[src/bcs_pkg.sv]
// shared constants and carrier types for the bcd counter/scanner
package bcs_pkg;
  localparam int          BCS_DIGITS      = 3;
  localparam logic [3:0]  BCS_DIGIT_MAX   = 4'h9;
  localparam logic [3:0]  BCS_DIGIT_RST   = 4'h0;
  localparam logic [2:0]  BCS_SEL_IDLE    = 3'h7;
  // default scan rate in Hz and derived divider count at 250 MHz core clock
  localparam int          BCS_CLK_HZ      = 250000000;
  localparam int          BCS_SCAN_HZ     = 1000;
  localparam int          BCS_SCAN_DIV    = BCS_CLK_HZ / BCS_SCAN_HZ;

  typedef struct packed {
    logic [3:0] d2;
    logic [3:0] d1;
    logic [3:0] d0;
  } bcs_count_type;

  typedef enum logic [1:0] {
    BCS_SCAN_D0,
    BCS_SCAN_D1,
    BCS_SCAN_D2
  } bcs_scan_type;
endpackage

[src/bcs_counter.sv]
// three-decade bcd counter with capture latches and digit scanner
// Contract
// [RULE_01] clear resets counters and scanner
// [RULE_02] clear holds scanner on first digit
// [RULE_03] clear drives all digit selects inactive
// [RULE_04] clear stops scan clock advance
// [RULE_05] disable blocks count edges, keeps value
// [RULE_06] capture rising edge latches, holds while high
// [RULE_07] hold capture through clear keeps latched value
// [RULE_08] falling count edge, synchronous decade chain
// [RULE_09] bcd active high, selects active low
// [RULE_10] one overflow pulse per thousand counts
// [RULE_11] internal scan tick or external override
// [RULE_12] scanner cycles digits one, two, three
`timescale 1ns/1ns
module bcs_counter
  import bcs_pkg::*;
#(
  parameter int SCAN_DIV = BCS_SCAN_DIV
)(
  input  wire logic       CORE_CLK,
  input  wire logic       RST_N,
  input  wire logic       COUNT_IN,
  input  wire logic       COUNT_DISABLE,
  input  wire logic       COUNT_CLEAR,
  input  wire logic       CAPTURE_HOLD,
  input  wire logic       SCAN_EXT_SEL,
  input  wire logic       SCAN_EXT_CLK,
  output logic [3:0]      BCD_OUT,
  output logic [2:0]      DIGIT_SEL_N,
  output logic            OVERFLOW
);
  if (SCAN_DIV < 2) begin
    $error("SCAN_DIV must be at least 2");
  end

  // ==========================================================
  // input edge detection
  logic          count_prev;
  logic          capture_prev;
  logic          ext_prev;
  wire logic     count_fall;
  wire logic     capture_rise;
  wire logic     ext_rise;
  wire logic     count_step;

  // [RULE_08] falling count edge
  assign count_fall   = count_prev && !COUNT_IN;
  assign capture_rise = CAPTURE_HOLD && !capture_prev;
  assign ext_rise     = SCAN_EXT_CLK && !ext_prev;
  // [RULE_05] disable gates the edge
  assign count_step   = count_fall && !COUNT_DISABLE && !COUNT_CLEAR;

  always_ff @(posedge CORE_CLK or negedge RST_N) begin
    if (!RST_N) begin
      count_prev   <= 1'b0;
      capture_prev <= 1'b0;
      ext_prev     <= 1'b0;
    end else begin
      count_prev   <= COUNT_IN;
      capture_prev <= CAPTURE_HOLD;
      ext_prev     <= SCAN_EXT_CLK;
    end
  end

  // ==========================================================
  // decade chain
  bcs_count_type count;
  wire logic     roll0;
  wire logic     roll1;
  wire logic     roll2;

  // [RULE_08] synchronous carry chain
  bcs_decade u_d0 (
    .clk   (CORE_CLK),
    .rst_n (RST_N),
    .clear (COUNT_CLEAR),
    .step  (count_step),
    .value (count.d0),
    .roll  (roll0)
  );
  bcs_decade u_d1 (
    .clk   (CORE_CLK),
    .rst_n (RST_N),
    .clear (COUNT_CLEAR),
    .step  (roll0),
    .value (count.d1),
    .roll  (roll1)
  );
  bcs_decade u_d2 (
    .clk   (CORE_CLK),
    .rst_n (RST_N),
    .clear (COUNT_CLEAR),
    .step  (roll1),
    .value (count.d2),
    .roll  (roll2)
  );

  // [RULE_10] overflow pulse on full rollover
  always_ff @(posedge CORE_CLK or negedge RST_N) begin
    if (!RST_N) begin
      OVERFLOW <= 1'b0;
    end else begin
      OVERFLOW <= roll2;
    end
  end

  // ==========================================================
  // capture latches
  bcs_count_type latched;
  bcs_count_type shown;

  // latch is transparent while low so the display tracks the count
  // [RULE_06] freeze on rising capture edge
  // [RULE_07] held value survives a clear
  always_ff @(posedge CORE_CLK or negedge RST_N) begin
    if (!RST_N) begin
      latched <= '0;
    end else if (!CAPTURE_HOLD || capture_rise) begin
      latched <= count;
    end
  end
  assign shown = latched;

  // ==========================================================
  // scan tick source
  logic [$clog2(SCAN_DIV)-1:0] div_cnt;
  wire logic                   int_tick;
  wire logic                   scan_tick;

  assign int_tick = (div_cnt == '0);
  // [RULE_11] internal divider or external override
  // [RULE_04] tick inhibited during clear
  assign scan_tick = (SCAN_EXT_SEL ? ext_rise : int_tick) && !COUNT_CLEAR;

  always_ff @(posedge CORE_CLK or negedge RST_N) begin
    if (!RST_N) begin
      div_cnt <= '0;
    end else if (COUNT_CLEAR || int_tick) begin
      div_cnt <= ($clog2(SCAN_DIV))'(SCAN_DIV - 1);
    end else begin
      div_cnt <= div_cnt - 1'b1;
    end
  end

  // ==========================================================
  // digit scanner
  bcs_scan_type scan;
  bcs_scan_type next_scan;

  // [RULE_12] cyclic digit order
  always_comb begin
    case (scan)
      BCS_SCAN_D0: next_scan = BCS_SCAN_D1;
      BCS_SCAN_D1: next_scan = BCS_SCAN_D2;
      BCS_SCAN_D2: next_scan = BCS_SCAN_D0;
      default:     next_scan = BCS_SCAN_D0;
    endcase
  end

  // [RULE_01] clear resets scanner
  // [RULE_02] parked on first digit
  always_ff @(posedge CORE_CLK or negedge RST_N) begin
    if (!RST_N) begin
      scan <= BCS_SCAN_D0;
    end else if (COUNT_CLEAR) begin
      scan <= BCS_SCAN_D0;
    end else if (scan_tick) begin
      scan <= next_scan;
    end
  end

  wire logic [3:0] next_bcd;
  wire logic [2:0] next_sel_n;

  // [RULE_09] active high nibble, active low select
  assign next_bcd = (scan == BCS_SCAN_D2) ? shown.d2 :
                    (scan == BCS_SCAN_D1) ? shown.d1 : shown.d0;
  // [RULE_03] selects off during clear
  assign next_sel_n = COUNT_CLEAR            ? BCS_SEL_IDLE :
                      (scan == BCS_SCAN_D2)  ? 3'h3 :
                      (scan == BCS_SCAN_D1)  ? 3'h5 : 3'h6;

  always_ff @(posedge CORE_CLK or negedge RST_N) begin
    if (!RST_N) begin
      BCD_OUT     <= 4'h0;
      DIGIT_SEL_N <= BCS_SEL_IDLE;
    end else begin
      BCD_OUT     <= next_bcd;
      DIGIT_SEL_N <= next_sel_n;
    end
  end
endmodule

[src/bcs_decade.sv]
// one bcd decade stage with carry in and carry out
`timescale 1ns/1ns
module bcs_decade
  import bcs_pkg::*;
(
  input  wire logic       clk,
  input  wire logic       rst_n,
  input  wire logic       clear,
  input  wire logic       step,
  output logic [3:0]      value,
  output wire logic       roll
);
  logic [3:0] next_value;

  assign roll       = step && (value == BCS_DIGIT_MAX);
  assign next_value = roll ? BCS_DIGIT_RST : value + 4'h1;

  always_ff @(posedge clk or negedge rst_n) begin
    if (!rst_n) begin
      value <= BCS_DIGIT_RST;
    end else if (clear) begin
      value <= BCS_DIGIT_RST;
    end else if (step) begin
      value <= next_value;
    end
  end
endmodule

[config.mk]
export PLATFORM = sky130hd
export DESIGN_NAME = bcs_counter
export DESIGN_NICKNAME = d
export VERILOG_FILES = /design/src/bcs_pkg.sv /design/src/bcs_counter.sv /design/src/bcs_decade.sv
export SDC_FILE = /design/constraint.sdc
export NUM_CORES = 1
export LEC_CHECK = 0
export BUFFER_PORTS_ARGS = -buffer_cell sky130_fd_sc_hd__buf_2
export CAP_MARGIN = 20
export CORE_ASPECT_RATIO = 1.75
export CORE_UTILIZATION = 40
export CTS_CLUSTER_SIZE = 10
export DETAILED_ROUTE_END_ITERATION = 16
export HOLD_SLACK_MARGIN = 0.12
export PLACE_DENSITY = 0.63
export SYNTH_ARGS = -nofsm -noshare
export SYNTH_HDL_FRONTEND = slang
export SYNTH_SLANG_ARGS = --single-unit
[constraint.sdc]
create_clock -name CORE_CLK -period 2.3 [get_ports CORE_CLK]
set_clock_uncertainty 0.2 [all_clocks]
set_input_delay 0.46 -clock CORE_CLK [delete_from_list [all_inputs] [get_ports CORE_CLK]]
set_output_delay 0.46 -clock CORE_CLK [all_outputs]
set_load 0.01 [all_outputs]
=== Word level (Yosys, flattened, before mapping) ===
Cells that the tools add are included.

* Equality and inequality tests: 5
* Multiplexer cells: 19
* Reduce and logical (&&, ||, !) cells: 23
* Add/subtract/negate cells: 4

{| class="wikitable"
|+ Operators by type and width
! operator !! number
|-
| 4-bit two-way mux || 11
|-
| 18-bit logical NOT || 1
|-
| 18-bit two-way mux || 1
|-
| 18-bit by 1-bit subtractor with 18-bit output, second input constant || 1
|-
| 4-bit by 1-bit adder with 4-bit output, second input constant || 3
|-
| 4-bit equality test, second input constant || 3
|-
| 1-bit logical AND || 9
|-
| 2-bit nonzero test || 4
|-
| 1-bit logical NOT || 6
|-
| 2-bit two-way mux || 3
|-
| 3-bit two-way mux || 2
|-
| 2-bit one-hot mux with 2 select lines || 1
|-
| 2-bit by 1-bit equality test with 1-bit output, second input constant || 1
|-
| 2-bit equality test, second input constant || 1
|-
| 2-bit logical NOT || 1
|-
| 1-bit logical OR || 2
|-
| 1-bit two-way mux || 1
|}

* Output and inout bits: 8
* Input port bits: 8
* Word-level logic and storage cells: 65
* Bits in registers: 55

=== Depth between registers and ports, before layout ===
* Depth in word-level cells: 10
* Mapped depth: 7
* Depth with buffers taken out: 6

=== By module ===
A second synthesis with hierarchy kept.

* Cells, all modules: 236
* Area total of the unflattened synthesis: 2706.3 um^2

{| class="wikitable"
|+ By module, submodules not included
! module !! instances !! area an instance (um^2) !! cells an instance !! sequential area each (um^2)
|-
| bcs_counter || 1 || 1993.2 || 158 || 1079.8
|-
| bcs_decade || 3 || 237.7 || 26 || 100.1
|}

=== Worst setup path after synthesis ===
Ideal clock, no wire load.

* Path kind: input -> register
* Start: input port COUNT_IN
* End: register u_d2.value[0]
* Data arrival time: 1.930 ns
* Path slack: 0.092 ns
* Path buffers: 2
* Required time: 2.022 ns
* Stages: 6
* Library setup time: 0.078 ns
* Cell sequence: or3b_1 buf_6 or3_4 buf_6 or3_1 a21oi_1

* Longest elaborated chain between the ends: 10
* Elaborated cells between the ends (all ways): 11
* Classes of those cells: mux (3); reduce/logical (8)

{| class="wikitable"
|+ RTL lines
! what !! RTL line !! RTL
|-
| from (decl) || bcs_counter.sv:23 || <nowiki>input wire logic COUNT_IN,</nowiki>
|-
| 1-bit logical NOT * || bcs_counter.sv:48 || <nowiki>assign count_fall = count_prev && !COUNT_IN;</nowiki>
|-
| 1-bit logical AND * || bcs_counter.sv:48 ||
|-
| 1-bit logical AND * (2 in series) || bcs_counter.sv:52 || <nowiki>assign count_step = count_fall && !COUNT_DISABLE && !COUNT_CLEAR;</nowiki>
|-
| 1-bit logical AND * (2 in series) || bcs_decade.sv:15 || <nowiki>assign roll = step && (value == BCS_DIGIT_MAX);</nowiki>
|-
| 1-bit logical AND || bcs_decade.sv:15 ||
|-
| 4-bit two-way mux || bcs_decade.sv:16 || <nowiki>assign next_value = roll ? BCS_DIGIT_RST : value + 4'h1;</nowiki>
|-
| 4-bit two-way mux || bcs_decade.sv:23 || <nowiki>end else if (step) begin</nowiki>
|-
| 4-bit two-way mux || bcs_decade.sv:21 || <nowiki>end else if (clear) begin</nowiki>
|-
| to (signal assigned) || bcs_decade.sv:24 || <nowiki>value <= next_value;</nowiki>
|-
| to (decl) || bcs_decade.sv:10 || <nowiki>output logic [3:0] value,</nowiki>
|}

Every way passes the cells marked *; elsewhere a longest branch is shown, timed or not. The select of a mux whose other input is x is not followed.
A chain may end at the register's enable or synchronous reset.

=== Final worst setup path ===
* Start: register div_cnt[0]
* End: register div_cnt[9]

* Longest elaborated chain between the ends: 3
* Elaborated cells between the ends (all ways): 4
* Classes of those cells: add/sub (1); mux (1); reduce/logical (2)

{| class="wikitable"
|+ RTL lines
! what !! RTL line !! RTL
|-
| from (decl) || bcs_counter.sv:127 || <nowiki>logic [$clog2(SCAN_DIV)-1:0] div_cnt;</nowiki>
|-
| from (signal assigned) || bcs_counter.sv:140 || <nowiki>div_cnt <= ($clog2(SCAN_DIV))'(SCAN_DIV - 1);</nowiki>
|-
| from (signal assigned) || bcs_counter.sv:142 || <nowiki>div_cnt <= div_cnt - 1'b1;</nowiki>
|-
| parallel branches: the longest is 2 deep, another holds 18-bit by 1-bit subtractor with 18-bit output || - ||
|-
| 18-bit two-way mux * || bcs_counter.sv:139 || <nowiki>end else if (COUNT_CLEAR || int_tick) begin</nowiki>
|}

Every way passes the cells marked *.

==> flow_summary.yaml <==
status:
  status: "completed"
sta:
  tightest_slew_ns: 0.495
  relSlewSlack: 0.669
  max_freq_ghz: 0.466
  rsz0062_at_grt: "no"
  finalMaxSlewViolations: 0
  hold_ws_ns: 0.232
  period_share: 0.933
  tns_ns: 0
  setup_viol: 0
  fin_crit_ns: 2.15
  hold_violations: 0
detailed_routing:
  num_vias: 1810
  via_per_inst: 5.23
  drc_errors: 0
  drt_pass1_iterations: 4
  routedWlPerCell_um: 14.7
  finalWirelength_mm: 5.07
  drtIter0Drc: 58
  antenna_left: 0
grt:
  grt_pass1_wl_mm: 8.65
  overflow: 0
  grt_pass1_vias: 1808
  grt_use_total: 0.166
  antenna_found_initial: 0
  grt_max_degree: 56
synth:
  ys_warn_count: 0
  synth_seq_cells: 55
  netlist_area_mm2: 0.00257
  synth_top_area_cell: "dfrtp_1"
  syn_inst: 235
  syn-num-nets: 254
  ys_types: 41
  synth.top_cell.area_share: 0.506
  yosysSeqAreaShare: 0.536
  ys.flop_type: "dfrtp_1"
  async_flop_share: 1.00
  synth.avg_cell_area_um2: 11.0
  synthTopCellsByArea: "dfrtp_1 (51%), ha_1 (5.3%), mux2_2 (5.3%), nand2_1 (3.5%), or3_1 (3.2%)"
  synth_edf_count: 0
clock_tree:
  clock-sinks: 55
  cts-root-buf: "clkbuf_8"
  cts_buffer_depth: 2
  clkLatencyLatePin_ns: 0.31
  postCtsSetupBuffers: 0
  tritoncts: "yes"
  clk_pin_slew_ns: 0.10
  htreeDepth: 2
  numCtsBuffers: 5
floorplan:
  die_w_um: 62.6
  core_area_mm2: 0.00618
  io_pins: 16
  rows: 38
  die_area_mm2: 0.00677
  die-height_um: 108
  start_util: 0.416
layout:
  final_common_cell: "dfrtp_1"
  drive_gt1_frac: 0.222
  area_delta_synth_final_pct: 15.5
  nFillCells: 593
  final_cell_mix: "dfrtp_1 (52), nand2_1 (24), buf_2 (15)"
  fin_nets: 284
  antennaDiodeCount: 0
setup_path:
  cp-start-kind: "register"
  critPathArrivalTime_ns: 2.13
  critPathKind: "register to register"
  cp_data_required_time_ns: 2.29
  critical_path.endpoint_type: "register"
  cp_max_fo: 4
power_and_ir_drop:
  finalPower_uw: 1830
  powerDensity_mw_per_mm2: 617
  p_leak_uw: 0.00129
  max-vdd-ir-drop_uv: 253
hold_path:
  hold_path_class: "primary input to register"
placement:
  dpl.hpwl_mm: 3.70
  io_buffers: 15
  gp_congestion: 0.789
flow_run:
  cap_violations: 0
==> critical path, cell delays in order (launching register included) <==
cell,delay [ns]
dfrtp_1,0.39
buf_4,0.14
or4_1,0.54
or4_1,0.45
o31ai_1,0.21
a21oi_1,0.10
==> registers in the layout, summed over array words and instances, names as in the netlist <==
name,cells
capture_prev,1
u_d0.value,4
OVERFLOW,1
latched,12
scan,2
u_d2.value,4
div_cnt,18
u_d1.value,4
DIGIT_SEL_N,3
count_prev,1
BCD_OUT,4
ext_prev,1
==> what timing repair did <==
item,4_1_cts,5_1_grt
gates resized for setup,0,1
hold endpoints to repair,55,0
setup endpoints to repair,0,2
hold buffers,4,0
==> cells by family after synthesis <==
kind of cell               after synthesis  synth area share
muxes                                   18            0.0758
buffers and inverters                   19            0.0340
DFF                                     55             0.536
xor gates and xnor gates                 7            0.0238
AOI/OAI and AO/OA                       39            0.0982
and+or+nand+nor                         86             0.178
adders and majority gates               11            0.0535
==> routing by layer <==
layer / up-vias / routed length (µm) / track usage
met5: - / 0 / 0
met4: 0 / 83 / 0.0714
met3: 5 / 96 / 0.0274
met2: 17 / 2810 / 0.304
met1: 903 / 2080 / 0.187
li1: 885 / - / -
==> synth_stat cells (4+ instances only) <==
cell       n
a21oi_1   13
clkbuf_1   5
dfrtp_1   52
ha_1      11
inv_1     10
mux2_2    12
mux2i_1    6
nand2_1   24
nand3_1    8
nor2_1    14
nor3_1     8
o21ai_0   10
o31ai_1    5
or3_1     13
or4_1      4
xor2_1     4
==> path summary, 6_finish.rpt <==
path,start,endpoint,slack [ns],cells after the start
worst min-delay path,COUNT_CLEAR,u_d0.value[2]$_DFFE_PN0P_,0.23,2
worst max register to register,div_cnt[0]$_DFF_PN0_,div_cnt[9]$_DFF_PN0_,0.15,5
max in group asynchronous,RST_N,DIGIT_SEL_N[2]$_DFF_PN1_,1.13,3
worst min register to register,latched[8]$_DFFE_PN0P_,BCD_OUT[0]$_DFF_PN0_,0.30,2
min in group asynchronous,RST_N,ext_prev$_DFF_PN0_,0.48,3
worst max-delay path,div_cnt[0]$_DFF_PN0_,div_cnt[9]$_DFF_PN0_,0.15,5
==> power breakdown <==
| group | internal [µW] | leakage, µW | switching, µW |
|---|---|---|---|
| clock network | 353 | 0.0000612 | 313 |
| logic | 64.4 | 0.000530 | 89.8 |
| registers | 997 | 0.000700 | 16.2 |
| total | 1410 | 0.00129 | 419 |
==> stage by stage <==
| step | std cells | util | worst slack, ns | area, µm² |
|---|---|---|---|---|
| floorplan | 235 | - | 0.0924 | 2570 |
| global placement | 334 | 0.454 | 0.140 | 2810 |
| detailed placement | 334 | 0.454 | 0.116 | 2810 |
| CTS | 346 | 0.480 | 0.130 | 2970 |
| global route | 346 | 0.481 | 0.0467 | 2970 |
| finish | 346 | 0.481 | 0.154 | 2970 |
==> layout make-up <==
type	count	area, µm²	share of cell area
Timing Repair Buffer	32	225	0.0758
Inverter	10	37.5	0.0126
Sequential cell	55	1380	0.464
Tap cell	80	100	0.0337
Multi-Input combinational cell	161	1110	0.374
Clock inverter	2	35.0	0.0118
Clock buffer	6	82.6	0.0278
No activity file was read; power rests on OpenSTA's default activity.
